File: config.mk
export PLATFORM = sky130hd
export DESIGN_NAME = rts_register_bank
export DESIGN_NICKNAME = d
export VERILOG_FILES = /design/src/rts_pkg.sv /design/src/rts_register_bank.sv
export SDC_FILE = /design/constraint.sdc
export NUM_CORES = 1
export LEC_CHECK = 0
export BUFFER_PORTS_ARGS = -buffer_cell sky130_fd_sc_hd__buf_2
export CAP_MARGIN = 40
export CORE_AREA = 2 2 127 116
export DETAILED_ROUTE_END_ITERATION = 10
export DIE_AREA = 0 0 129 118
export PLACE_DENSITY = 0.81
export SLEW_MARGIN = 20
export SYNTH_ARGS = -nofsm -noshare
export SYNTH_HDL_FRONTEND = slang
export SYNTH_SLANG_ARGS = --single-unit
File: constraint.sdc
create_clock -name clk -period 3.7 [get_ports clk]
set_clock_uncertainty 0.05 [all_clocks]
set_input_delay 1.11 -clock clk [delete_from_list [all_inputs] [get_ports clk]]
set_output_delay 1.11 -clock clk [all_outputs]
set_load 0.03 [all_outputs]
File: src/rts_pkg.sv
// shared constants and types for the radio test and status register bank
package rts_pkg;
  // ------------------------------------------------------------------
  // register offsets (byte address = 4 * index)
  // ------------------------------------------------------------------
  localparam logic [7:0] IDX_SYNTH_CAL_CONTROL = 8'h26;
  localparam logic [7:0] IDX_RC_OSC_CONFIG_HI = 8'h27;
  localparam logic [7:0] IDX_RC_OSC_CONFIG_LO = 8'h28;
  localparam logic [7:0] IDX_SYNTH_TEST = 8'h29;
  localparam logic [7:0] IDX_PRODUCTION_TEST = 8'h2a;
  localparam logic [7:0] IDX_GAIN_CONTROL_TEST = 8'h2b;
  localparam logic [7:0] IDX_SENSITIVITY_TUNE_A = 8'h2c;
  localparam logic [7:0] IDX_SENSITIVITY_TUNE_B = 8'h2d;
  localparam logic [7:0] IDX_SENSITIVITY_TUNE_C = 8'h2e;
  localparam logic [7:0] IDX_CHIP_PART_ID = 8'h30;
  localparam logic [7:0] IDX_CHIP_REVISION_ID = 8'h31;
  localparam logic [7:0] IDX_FREQ_OFFSET_ESTIMATE = 8'h32;
  localparam logic [7:0] IDX_LINK_QUALITY = 8'h33;
  localparam logic [7:0] IDX_SIGNAL_STRENGTH = 8'h34;
  localparam logic [7:0] IDX_RADIO_STATE_CODE = 8'h35;
  // status alias: base offset with the two top address bits set
  localparam logic [7:0] STATUS_ALIAS_BITS = 8'hc0;
  // ------------------------------------------------------------------
  // reset values
  // ------------------------------------------------------------------
  localparam logic [6:0] RST_SYNTH_CAL_CONTROL = 7'h0d;
  localparam logic [6:0] RST_RC_OSC_CONFIG_HI = 7'h41;
  localparam logic [6:0] RST_RC_OSC_CONFIG_LO = 7'h00;
  localparam logic [7:0] RST_SYNTH_TEST = 8'h59;
  localparam logic [7:0] RST_PRODUCTION_TEST = 8'h7f;
  localparam logic [7:0] RST_GAIN_CONTROL_TEST = 8'h3f;
  localparam logic [7:0] RST_SENSITIVITY_TUNE_A = 8'h88;
  localparam logic [7:0] RST_SENSITIVITY_TUNE_B = 8'h31;
  localparam logic [7:0] RST_SENSITIVITY_TUNE_C = 8'h0b;
  // ------------------------------------------------------------------
  // field positions and special values
  // ------------------------------------------------------------------
  localparam int VCO_SELECT_STAGE_BIT = 1;
  localparam int CRC_MATCH_BIT = 7;
  localparam logic [7:0] TEMP_SENSOR_ENABLE_CODE = 8'hbf;
  localparam int LQI_WINDOW_SYMBOLS = 64;
  // ------------------------------------------------------------------
  // radio state codes
  // ------------------------------------------------------------------
  localparam logic [4:0] STATE_SLEEP = 5'h00;
  localparam logic [4:0] STATE_IDLE = 5'h01;
  localparam logic [4:0] STATE_CRYSTAL_OFF = 5'h02;
  localparam logic [4:0] STATE_MANUAL_CAL_OSC_ON = 5'h03;
  localparam logic [4:0] STATE_MANUAL_CAL_REGULATOR_ON = 5'h04;
  localparam logic [4:0] STATE_MANUAL_CALIBRATION = 5'h05;
  localparam logic [4:0] STATE_WAKEUP_OSC_ON = 5'h06;
  localparam logic [4:0] STATE_WAKEUP_REGULATOR_ON = 5'h07;
  localparam logic [4:0] STATE_CALIBRATION_BEGIN = 5'h08;
  localparam logic [4:0] STATE_SETTLE_BANDWIDTH_BOOST = 5'h09;
  localparam logic [4:0] STATE_SETTLE_SYNTH_LOCK = 5'h0a;
  localparam logic [4:0] STATE_SETTLE_CONVERTER_ON = 5'h0b;
  localparam logic [4:0] STATE_CALIBRATION_FINISH = 5'h0c;
  localparam logic [4:0] STATE_RX = 5'h0d;
  localparam logic [4:0] STATE_RX_END = 5'h0e;
  localparam logic [4:0] STATE_RX_RESTART = 5'h0f;
  localparam logic [4:0] STATE_TX_TO_RX_TURNAROUND = 5'h10;
  localparam logic [4:0] STATE_RECEIVE_BUFFER_OVERRUN = 5'h11;
  localparam logic [4:0] STATE_SYNTH_READY_FOR_TX = 5'h12;
  localparam logic [4:0] STATE_TX = 5'h13;
  localparam logic [4:0] STATE_TX_END = 5'h14;
  localparam logic [4:0] STATE_RX_TO_TX_TURNAROUND = 5'h15;
  localparam logic [4:0] STATE_TRANSMIT_BUFFER_UNDERRUN = 5'h16;
  // ------------------------------------------------------------------
  // bus answers
  // ------------------------------------------------------------------
  localparam logic [1:0] RESP_OKAY = 2'b00;
  localparam logic [1:0] RESP_SLVERR = 2'b10;
  // modem side status inputs, grouped
  typedef struct packed {
    logic [7:0] freqOffset;
    logic onOffKeying;
    logic crcDone;
    logic crcMatch;
    logic lqiValid;
    logic [6:0] lqiValue;
    logic rssiValid;
    logic [7:0] rssiValue;
    logic [4:0] radioState;
  } rts_modem_status_t;
endpackage : rts_pkg

File: src/rts_register_bank.sv
// register bank: synthesizer, rc oscillator, test and status registers over axi4-lite
//
// Summary of operation
// - production test holding 0xBF enables temperature sensor while idle.
// - test group from 0x29 reverts to reset values on sleep.
// - frequency offset estimate is 8-bit two's complement, step xtal over 2^14.
// - offset estimate reads zero when on-off keying is selected.
// - link quality bit 7 is crc match, cleared on receive entry or restart.
// - crc match flag meaningful only with legacy compatibility enabled.
// - 7-bit link quality over 64 symbols after sync, higher means easier.
// - read-only 8-bit received signal strength updated by receiver.
// - radio state code in bits 4:0, bits 7:5 read zero.
// - state code values follow the main radio state machine table.
// - two rc oscillator registers, 7 bits, reset 0x41 and 0x00.
// - synthesizer calibration control 7 bits, reset 0x0D, bit 7 zero.
// - sensitivity tune c bit 1 enables vco selection calibration stage.
// - status registers also answer at base offset with top two bits set.
// - part and revision identity registers at consecutive status addresses.
`timescale 1ns/10ps
module rts_register_bank
  import rts_pkg::*;
#(
  parameter logic [7:0] PART_ID = 8'h5a,   // arbitrary identity value
  parameter logic [7:0] REVISION_ID = 8'h01 // arbitrary identity value
) (
  input wire logic clk,
  input wire logic resetn,
  // axi4-lite slave
  input wire logic [11:0] s_axi_awaddr,
  input wire logic s_axi_awvalid,
  output logic s_axi_awready,
  input wire logic [31:0] s_axi_wdata,
  input wire logic [3:0] s_axi_wstrb,
  input wire logic s_axi_wvalid,
  output logic s_axi_wready,
  output logic [1:0] s_axi_bresp,
  output logic s_axi_bvalid,
  input wire logic s_axi_bready,
  input wire logic [11:0] s_axi_araddr,
  input wire logic s_axi_arvalid,
  output logic s_axi_arready,
  output logic [31:0] s_axi_rdata,
  output logic [1:0] s_axi_rresp,
  output logic s_axi_rvalid,
  input wire logic s_axi_rready,
  // modem side
  input rts_modem_status_t modemStatus,
  input wire logic legacyCompatEnable,
  input wire logic rxEnter,
  // control outputs
  output logic tempSensorEnable,
  output logic vcoSelectStageEnable,
  output logic [6:0] synthCalControl,
  output logic [6:0] rcOscConfigHi,
  output logic [6:0] rcOscConfigLo,
  output logic [7:0] synthTest,
  output logic [7:0] gainControlTest,
  output logic [7:0] sensitivityTuneA,
  output logic [7:0] sensitivityTuneB
);

  // ------------------------------------------------------------------
  // reset release
  // ------------------------------------------------------------------
  logic [1:0] rstSync_q;
  logic rstn;

  // async assert, two-flop release
  always_ff @(posedge clk or negedge resetn) begin
    if (!resetn) begin
      rstSync_q <= 2'b00;
    end else begin
      rstSync_q <= {rstSync_q[0], 1'b1};
    end
  end
  assign rstn = rstSync_q[1];

  // ------------------------------------------------------------------
  // address decode helpers
  // ------------------------------------------------------------------
  // word index of a byte address, alias bits kept
  function automatic logic [7:0] wordIndex(input logic [11:0] addr);
    return addr[9:2];
  endfunction : wordIndex

  // only status registers answer at the alias; config reads there are refused
  function automatic logic [7:0] statusBase(input logic [7:0] idx);
    logic [7:0] base;
    base = idx & ~STATUS_ALIAS_BITS;
    if (((idx & STATUS_ALIAS_BITS) == STATUS_ALIAS_BITS) && (base >= IDX_CHIP_PART_ID)) begin
      return base;
    end
    return idx;
  endfunction : statusBase

  // ------------------------------------------------------------------
  // write channel capture
  // ------------------------------------------------------------------
  logic awHeld_q;
  logic [11:0] awAddr_q;
  logic wHeld_q;
  logic [31:0] wData_q;
  logic [3:0] wStrb_q;
  logic bValid_q;
  logic doWrite;
  logic [7:0] wrIdx;
  logic wrLane0;

  // both readies drop while a response waits, so writes never overlap
  assign s_axi_awready = !awHeld_q && !bValid_q;
  assign s_axi_wready = !wHeld_q && !bValid_q;
  assign doWrite = awHeld_q && wHeld_q && !bValid_q;
  assign wrIdx = wordIndex(awAddr_q);
  assign wrLane0 = wStrb_q[0];

  // address and data may arrive in either order
  always_ff @(posedge clk or negedge rstn) begin
    if (!rstn) begin
      awHeld_q <= 1'b0;
      awAddr_q <= 12'h000;
      wHeld_q <= 1'b0;
      wData_q <= 32'h0000_0000;
      wStrb_q <= 4'h0;
    end else begin
      if (s_axi_awvalid && s_axi_awready) begin
        awHeld_q <= 1'b1;
        awAddr_q <= s_axi_awaddr;
      end else if (doWrite) begin
        awHeld_q <= 1'b0;
      end
      if (s_axi_wvalid && s_axi_wready) begin
        wHeld_q <= 1'b1;
        wData_q <= s_axi_wdata;
        wStrb_q <= s_axi_wstrb;
      end else if (doWrite) begin
        wHeld_q <= 1'b0;
      end
    end
  end

  // ------------------------------------------------------------------
  // write response
  // ------------------------------------------------------------------
  logic [1:0] bResp_q;
  logic wrMapped;

  // only the writable window is mapped for writes; status writes are refused
  assign wrMapped = (wrIdx >= IDX_SYNTH_CAL_CONTROL) && (wrIdx <= IDX_SENSITIVITY_TUNE_C);

  always_ff @(posedge clk or negedge rstn) begin
    if (!rstn) begin
      bValid_q <= 1'b0;
      bResp_q <= RESP_OKAY;
    end else if (doWrite) begin
      bValid_q <= 1'b1;
      bResp_q <= wrMapped ? RESP_OKAY : RESP_SLVERR;
    end else if (s_axi_bready) begin
      bValid_q <= 1'b0;
    end
  end
  assign s_axi_bvalid = bValid_q;
  assign s_axi_bresp = bResp_q;

  // ------------------------------------------------------------------
  // configuration registers (kept through sleep)
  // ------------------------------------------------------------------
  logic [6:0] synthCal_q;
  logic [6:0] rcHi_q;
  logic [6:0] rcLo_q;
  logic wrLow;

  assign wrLow = doWrite && wrLane0;

  // bit 7 is not stored, so it always reads zero
  always_ff @(posedge clk or negedge rstn) begin
    if (!rstn) begin
      synthCal_q <= RST_SYNTH_CAL_CONTROL;
      rcHi_q <= RST_RC_OSC_CONFIG_HI;
      rcLo_q <= RST_RC_OSC_CONFIG_LO;
    end else if (wrLow) begin
      if (wrIdx == IDX_SYNTH_CAL_CONTROL) synthCal_q <= wData_q[6:0];
      if (wrIdx == IDX_RC_OSC_CONFIG_HI) rcHi_q <= wData_q[6:0];
      if (wrIdx == IDX_RC_OSC_CONFIG_LO) rcLo_q <= wData_q[6:0];
    end
  end

  // ------------------------------------------------------------------
  // test group (lost in sleep)
  // ------------------------------------------------------------------
  logic [7:0] synthTest_q;
  logic [7:0] prodTest_q;
  logic [7:0] gainTest_q;
  logic [7:0] tuneA_q;
  logic [7:0] tuneB_q;
  logic [7:0] tuneC_q;
  logic inSleep;

  assign inSleep = modemStatus.radioState == STATE_SLEEP;

  // sleep returns the group to defaults; host must reprogram after wake
  always_ff @(posedge clk or negedge rstn) begin
    if (!rstn) begin
      synthTest_q <= RST_SYNTH_TEST;
      prodTest_q <= RST_PRODUCTION_TEST;
      gainTest_q <= RST_GAIN_CONTROL_TEST;
      tuneA_q <= RST_SENSITIVITY_TUNE_A;
      tuneB_q <= RST_SENSITIVITY_TUNE_B;
      tuneC_q <= RST_SENSITIVITY_TUNE_C;
    end else if (inSleep) begin
      synthTest_q <= RST_SYNTH_TEST;
      prodTest_q <= RST_PRODUCTION_TEST;
      gainTest_q <= RST_GAIN_CONTROL_TEST;
      tuneA_q <= RST_SENSITIVITY_TUNE_A;
      tuneB_q <= RST_SENSITIVITY_TUNE_B;
      tuneC_q <= RST_SENSITIVITY_TUNE_C;
    end else if (wrLow) begin
      // writes are accepted; leaving these alone is the host's duty
      if (wrIdx == IDX_SYNTH_TEST) synthTest_q <= wData_q[7:0];
      if (wrIdx == IDX_PRODUCTION_TEST) prodTest_q <= wData_q[7:0];
      if (wrIdx == IDX_GAIN_CONTROL_TEST) gainTest_q <= wData_q[7:0];
      if (wrIdx == IDX_SENSITIVITY_TUNE_A) tuneA_q <= wData_q[7:0];
      if (wrIdx == IDX_SENSITIVITY_TUNE_B) tuneB_q <= wData_q[7:0];
      if (wrIdx == IDX_SENSITIVITY_TUNE_C) tuneC_q <= wData_q[7:0];
    end
  end

  // control outputs steered by software
  assign tempSensorEnable = (prodTest_q == TEMP_SENSOR_ENABLE_CODE)
                            && (modemStatus.radioState == STATE_IDLE);
  assign vcoSelectStageEnable = tuneC_q[VCO_SELECT_STAGE_BIT];
  assign synthCalControl = synthCal_q;
  assign rcOscConfigHi = rcHi_q;
  assign rcOscConfigLo = rcLo_q;
  assign synthTest = synthTest_q;
  assign gainControlTest = gainTest_q;
  assign sensitivityTuneA = tuneA_q;
  assign sensitivityTuneB = tuneB_q;

  // ------------------------------------------------------------------
  // status capture from the modem
  // ------------------------------------------------------------------
  logic [7:0] freq_offset_estimate_q;
  logic crcMatch_q;
  logic [6:0] lqi_q;
  logic [7:0] signal_strength_q;
  logic [4:0] radioState_q;

  // offset estimate only tracks frequency-shift modulations
  always_ff @(posedge clk or negedge rstn) begin
    if (!rstn) begin
      freq_offset_estimate_q <= 8'h00;
    end else if (modemStatus.onOffKeying) begin
      freq_offset_estimate_q <= 8'h00;
    end else begin
      freq_offset_estimate_q <= modemStatus.freqOffset;
    end
  end

  // crc result set wins over a receive restart in the same cycle
  always_ff @(posedge clk or negedge rstn) begin
    if (!rstn) begin
      crcMatch_q <= 1'b0;
    end else if (modemStatus.crcDone) begin
      crcMatch_q <= modemStatus.crcMatch && legacyCompatEnable;
    end else if (rxEnter) begin
      crcMatch_q <= 1'b0;
    end
  end

  // quality value from the 64 symbols past sync, computed upstream
  always_ff @(posedge clk or negedge rstn) begin
    if (!rstn) begin
      lqi_q <= 7'h00;
      signal_strength_q <= 8'h00;
      radioState_q <= STATE_SLEEP;
    end else begin
      if (modemStatus.lqiValid) lqi_q <= modemStatus.lqiValue;
      if (modemStatus.rssiValid) signal_strength_q <= modemStatus.rssiValue;
      radioState_q <= modemStatus.radioState;
    end
  end

  // ------------------------------------------------------------------
  // read channel
  // ------------------------------------------------------------------
  logic rValid_q;
  logic [31:0] rData_q;
  logic [1:0] rResp_q;
  logic [7:0] rdIdx;
  logic [7:0] rdWord;
  logic rdHit;

  // one read in flight: arready drops while data waits
  assign s_axi_arready = !rValid_q;
  assign rdIdx = statusBase(wordIndex(s_axi_araddr));

  // read mux; unmapped reads give zero with an error
  always_comb begin
    rdHit = 1'b1;
    rdWord = 8'h00;
    case (rdIdx)
      IDX_SYNTH_CAL_CONTROL: rdWord = {1'b0, synthCal_q};
      IDX_RC_OSC_CONFIG_HI: rdWord = {1'b0, rcHi_q};
      IDX_RC_OSC_CONFIG_LO: rdWord = {1'b0, rcLo_q};
      IDX_SYNTH_TEST: rdWord = synthTest_q;
      IDX_PRODUCTION_TEST: rdWord = prodTest_q;
      IDX_GAIN_CONTROL_TEST: rdWord = gainTest_q;
      IDX_SENSITIVITY_TUNE_A: rdWord = tuneA_q;
      IDX_SENSITIVITY_TUNE_B: rdWord = tuneB_q;
      IDX_SENSITIVITY_TUNE_C: rdWord = tuneC_q;
      IDX_CHIP_PART_ID: rdWord = PART_ID;
      IDX_CHIP_REVISION_ID: rdWord = REVISION_ID;
      IDX_FREQ_OFFSET_ESTIMATE: rdWord = freq_offset_estimate_q;
      IDX_LINK_QUALITY: rdWord = {crcMatch_q, lqi_q};
      IDX_SIGNAL_STRENGTH: rdWord = signal_strength_q;
      IDX_RADIO_STATE_CODE: rdWord = {3'b000, radioState_q};
      default: rdHit = 1'b0;
    endcase
  end

  always_ff @(posedge clk or negedge rstn) begin
    if (!rstn) begin
      rValid_q <= 1'b0;
      rData_q <= 32'h0000_0000;
      rResp_q <= RESP_OKAY;
    end else if (s_axi_arvalid && s_axi_arready) begin
      rValid_q <= 1'b1;
      rData_q <= {24'h00_0000, rdWord};
      rResp_q <= rdHit ? RESP_OKAY : RESP_SLVERR;
    end else if (s_axi_rready) begin
      rValid_q <= 1'b0;
    end
  end
  assign s_axi_rvalid = rValid_q;
  assign s_axi_rdata = rData_q;
  assign s_axi_rresp = rResp_q;

endmodule : rts_register_bank

After elaboration in Yosys (flattened, before gate mapping)
Index checks and enable logic that the tools add are counted.
W data, S select, Z words.
- $lt $le $gt $ge: 3
- equal/unequal tests: 27
- muxes and demuxes: 35
- reduce and logical (&&, ||, !) cells: 39
- operators by type and width (operator ; count):
    $eq A8 B6 Y1 const B ; 24
    $mux W8 ; 21
    $pmux W8 S15 ; 1
    $reduce_bool A2 Y1 ; 12
    $reduce_and A2 Y1 ; 9
    $reduce_or A15 Y1 ; 1
    $logic_and A1 B1 Y1 ; 12
    $mux W1 ; 11
    $eq A8 B8 Y1 const B ; 1
    $ge A8 B6 Y1 const B ; 1
    $le A8 B6 Y1 const B ; 1
    $ge A6 B6 Y1 const B ; 1
    $eq A5 B1 Y1 const B ; 1
    $logic_not A5 Y1 ; 1
    $logic_not A1 Y1 ; 4
    $mux W2 ; 2
    $eq A2 B2 Y1 const B ; 1
- register bits: 135
- bits of input ports: 102
- output and inout bits: 96
- word-level logic and storage cells: 129

Depth between registers and ports, before layout
- depth in word-level cells: 8
- depth in mapped cells: 7
- gate-level depth less buffers: 5

Worst setup path before layout
Ideal clock, no wire load.
- path kind: input -> output
- start: input port modemStatus[4] (netlist name)
- end: output port tempSensorEnable
- data arrival time: 2.633 ns
- required time: 2.540 ns
- setup slack: -0.093 ns
- cell stages on the path: 2
- buffers on the path: 0
- path through: or4_1 > nor4_1
- word-level cells in the longest chain between the ends: 2
- RTL lines (element ; line ; source):
    start, declared ; rts_register_bank.sv:47 ; input rts_modem_status_t modemStatus,
    $eq A5 B1 Y1 ; rts_register_bank.sv:229 ; && (modemStatus.radioState == STATE_IDLE);
    $logic_and A1 B1 Y1 ; rts_register_bank.sv:229 ;
    end, declared ; rts_register_bank.sv:51 ; output logic tempSensorEnable,
No other way between the ends.

Worst setup path after layout
Ends and elaborated chain as after synthesis.

==> results by group <==
Clock tree
  • CTS sink cnt: ~130
  • # hold bufs at CTS: 0
  • Later-pin clock latency in the skew report: 420 ps
  • Worst-path clk slew: ~60 ps
  • Post-cts resize count: 0
  • Num CTS Buffers: 17
  • CTS tree: built
  • Post-CTS Setup Bufs: 0
  • H-tree levels: 4
  • Max Buffers Root-to-Sink: 2
  • CTS root buf: clkbuf_16

Global routing
  • Grt ovf: 0
  • Global routing usage on met1: 0.3385
  • Vias in the first global route: 4970
  • Largest net degree at the start of global routing: 50
  • First-pass GRT wire length: 27.78 mm
  • Met3 usage: 0.06955
  • Tot GR Track Use: 0.2412
  • Initial antenna violation count: 1
  • GRT Max-Usage Layer: met2
  • Met2 Usage GRT: 0.3485

Finish
  • Post-synthesis to final-layout area growth: 21.70%
  • Share of cells above drive strength 1: 0.4087
  • Final core area utilization: 0.5628
  • Antenna cell count: 0
  • Cell Count, Final, Fillers Out: 905
  • Layout Nets: 801

STA
  • Actual slew at the worst max-slew pin: 798.5 ps
  • Hold Fails Final Rpt: 0
  • Max Fclk: 281.7 MHz
  • RSZ-0062 raised after global routing: no
  • Slew Viols, Final: 0
  • Final setup margin: 149.8 ps
  • Setup Viol. Count Final: 0
  • Slew Limit Headroom: 0.4637
  • Tmin final: 3550 ps
  • Sum Neg Setup Slack: 0 ps
  • Final Cycle Share: 0.9595

Yosys
  • Asr flop ratio synth: 1.000
  • Sequential element share of the synthesized area: 0.5158
  • Syn Inst Count: 572
  • Post-synth EDFFs: 0
  • Yosys reg bits: roughly 130
  • Ys flop type: dfrtp_1
  • Mapped Avg Cell Area: approximately 11 µm²
  • Synth cell types: 64
  • Synth Warn #: 0
  • Mapped Area: 6429 µm²

Die
  • Core area: 13900 µm²
  • Chip Width: 129 µm
  • # rows: 41
  • Die height: 118 µm
  • Io pins: 198
  • Die Area: around 15000 µm²
  • Initial Util: 0.4624

Pwr
  • PwrDens: about 620 nW/µm²
  • LEAKAGE: around 3.6 nW
  • Peak supply drop: 0.3954 mV
  • Tot Pwr: between 4 and 5 mW

Place
  • Placer Congestion: 0.9082
  • Placed cell count: 873
  • HPWL after DPL: 12.73 mm
  • Worst slack, placed: 152.5 ps
  • Port bufs: ~140

Critical path
  • Critical Setup Path Class: in2out
  • Worst path max stage delay: 610 ps
  • CP max stage cell: or4_1
  • CP Launch Type: input port
  • Critical Path AT: 2390 ps
  • Worst-path fanout max: 2
  • CP bufs+invs: 2
  • Setup crit end kind: output pin
  • Most frequent CP cell: buf_2
  • Data required, critical path: approximately 2500 ps
  • Reg2Reg Depth: 5
  • Cell family with most CP delay: simple AND/OR/NAND/NOR gates
  • Critical-path cell list: buf_2, or4_1, nor4_2, buf_2
  • WP depth: 4

Drt
  • 1st-iter DRT viols: 627
  • Via count: between 5000 and 6000
  • Vias per cell: 5.669
  • Avg WL per Cell: 19.29 µm
  • Routed wire length: 17.46 mm
  • Detailed-route DRC error count: 0
  • TritonRoute pass-1 iters: 5
  • Antenna viol nets, final: 0

Flow run
  • Max capacitance violation total: 0

Worst hold path
  • Hold Path Class: reg2async

Status
  • Status: complete, no violations
[final timing paths]
kind / start / endpoint / slack, ps
min in group clk: rstSync_q[0] / rstSync_q[1] / 300
worst max register to register: awAddr_q[8] / sensitivityTuneB[6] / 1400
max in group asynchronous: rstSync_q[1] / sensitivityTuneB[5] / 2370
worst min register to register: rstSync_q[1] / radioState_q[2] / 260
worst max-delay path: modemStatus[4] / tempSensorEnable / 150
worst min-delay path: rstSync_q[1] / radioState_q[2] / 260
[Yosys cell counts (all sizes together) (3+ instances only)]
library cell  count  area, µm²
nor4              6      65.06
nor3             21      121.4
and3              3      18.77
a221oi            3      26.28
clkbuf           21      81.33
mux2             64      720.7
dfstp            30      788.3
inv               5      18.77
a22o              5      43.79
a31oi             6      37.54
a32oi             5      43.79
dfrtp           101       2527
nor2b            18      112.6
a32o              9      90.09
nand2b            5      31.28
a21o              3      22.52
nand2            38      142.6
a21oi            32      160.2
buf              46      304.0
a211oi            4      30.03
nor2             35      131.4
mux2i            33      330.3
o21ai            19      95.09
and2              4      25.03
nand3            19      107.6
[cells in the final DEF, fill, tap and decap left out, types with 5 or more instances in the layout]
cell type | netlist | routed
mux2_2 | 64 | 64
nand2_1 | 38 | 38
dfstp_2 | 30 | 30
nand3_1 | 18 | 18
dfrtp_1 | 101 | 100
inv_1 | 5 | 5
o21ai_0 | 19 | 19
a22o_1 | 5 | 5
nor2b_1 | 18 | 18
a32o_1 | 9 | 9
conb_1 | 2 | 27
buf_4 | 29 | 12
nand2b_1 | 5 | 5
a31oi_1 | 6 | 6
buf_2 | 12 | 136
clkinvlp_4 | 0 | 5
nor3_1 | 19 | 19
a21oi_1 | 32 | 32
nor2_1 | 35 | 34
a32oi_1 | 5 | 5
clkbuf_16 | 0 | 17
mux2i_1 | 33 | 33
[through the flow]
step | hold slack, ps | instance area (µm²)
3_3_place_gp | 287.7 | 7182
6_report | 260.4 | 7824
2_1_floorplan | 281.1 | 6530
4_1_cts | 275.4 | 7824
5_1_grt | 311.2 | 7824
3_5_place_dp | 270.5 | 7202
[logic make-up (layout without fill, tap and decap cells)]
| logic type | after synthesis | in the layout | share of synthesized area |
|---|---|---|---|
| xor gates and xnor gates | 1 | 1 | 0.001363 |
| buffers and inverters | 72 | 187 | 0.06287 |
| DFF | 131 | 131 | 0.5158 |
| and+or+nand+nor | 164 | 164 | 0.1397 |
| muxes | 99 | 99 | 0.1705 |
| AOI/OAI and AO/OA | 103 | 103 | 0.1086 |
| other | 2 | 27 | 0.001168 |
[report_power, final]
| group | internal [mW] | switching [mW] | total [mW] |
|---|---|---|---|
| Sequential | 1.72 | 0.375 | 2.10 |
| Combinational | 0.393 | 0.599 | 0.992 |
| Clock | 1.11 | 0.627 | 1.74 |
| Total | 3.23 | 1.60 | 4.83 |
[layer usage]
layer	share of wire	vias to the layer above
li1	-	2273
met1	0.41	2514
met2	0.45	291
met4	0.033	2
met3	0.097	50
met5	0.00074	-
[layout make-up]
cell class	count	area, µm²
fillers	1189	6078
flip-flops and latches	131	3319
multi-input cells	394	2811
repair buffers	150	810.8
clock buffers	20	466.7
well taps	193	241.5
clock inverters	12	155.1
inverters	5	18.77
Power figures use the tool's default switching activity.
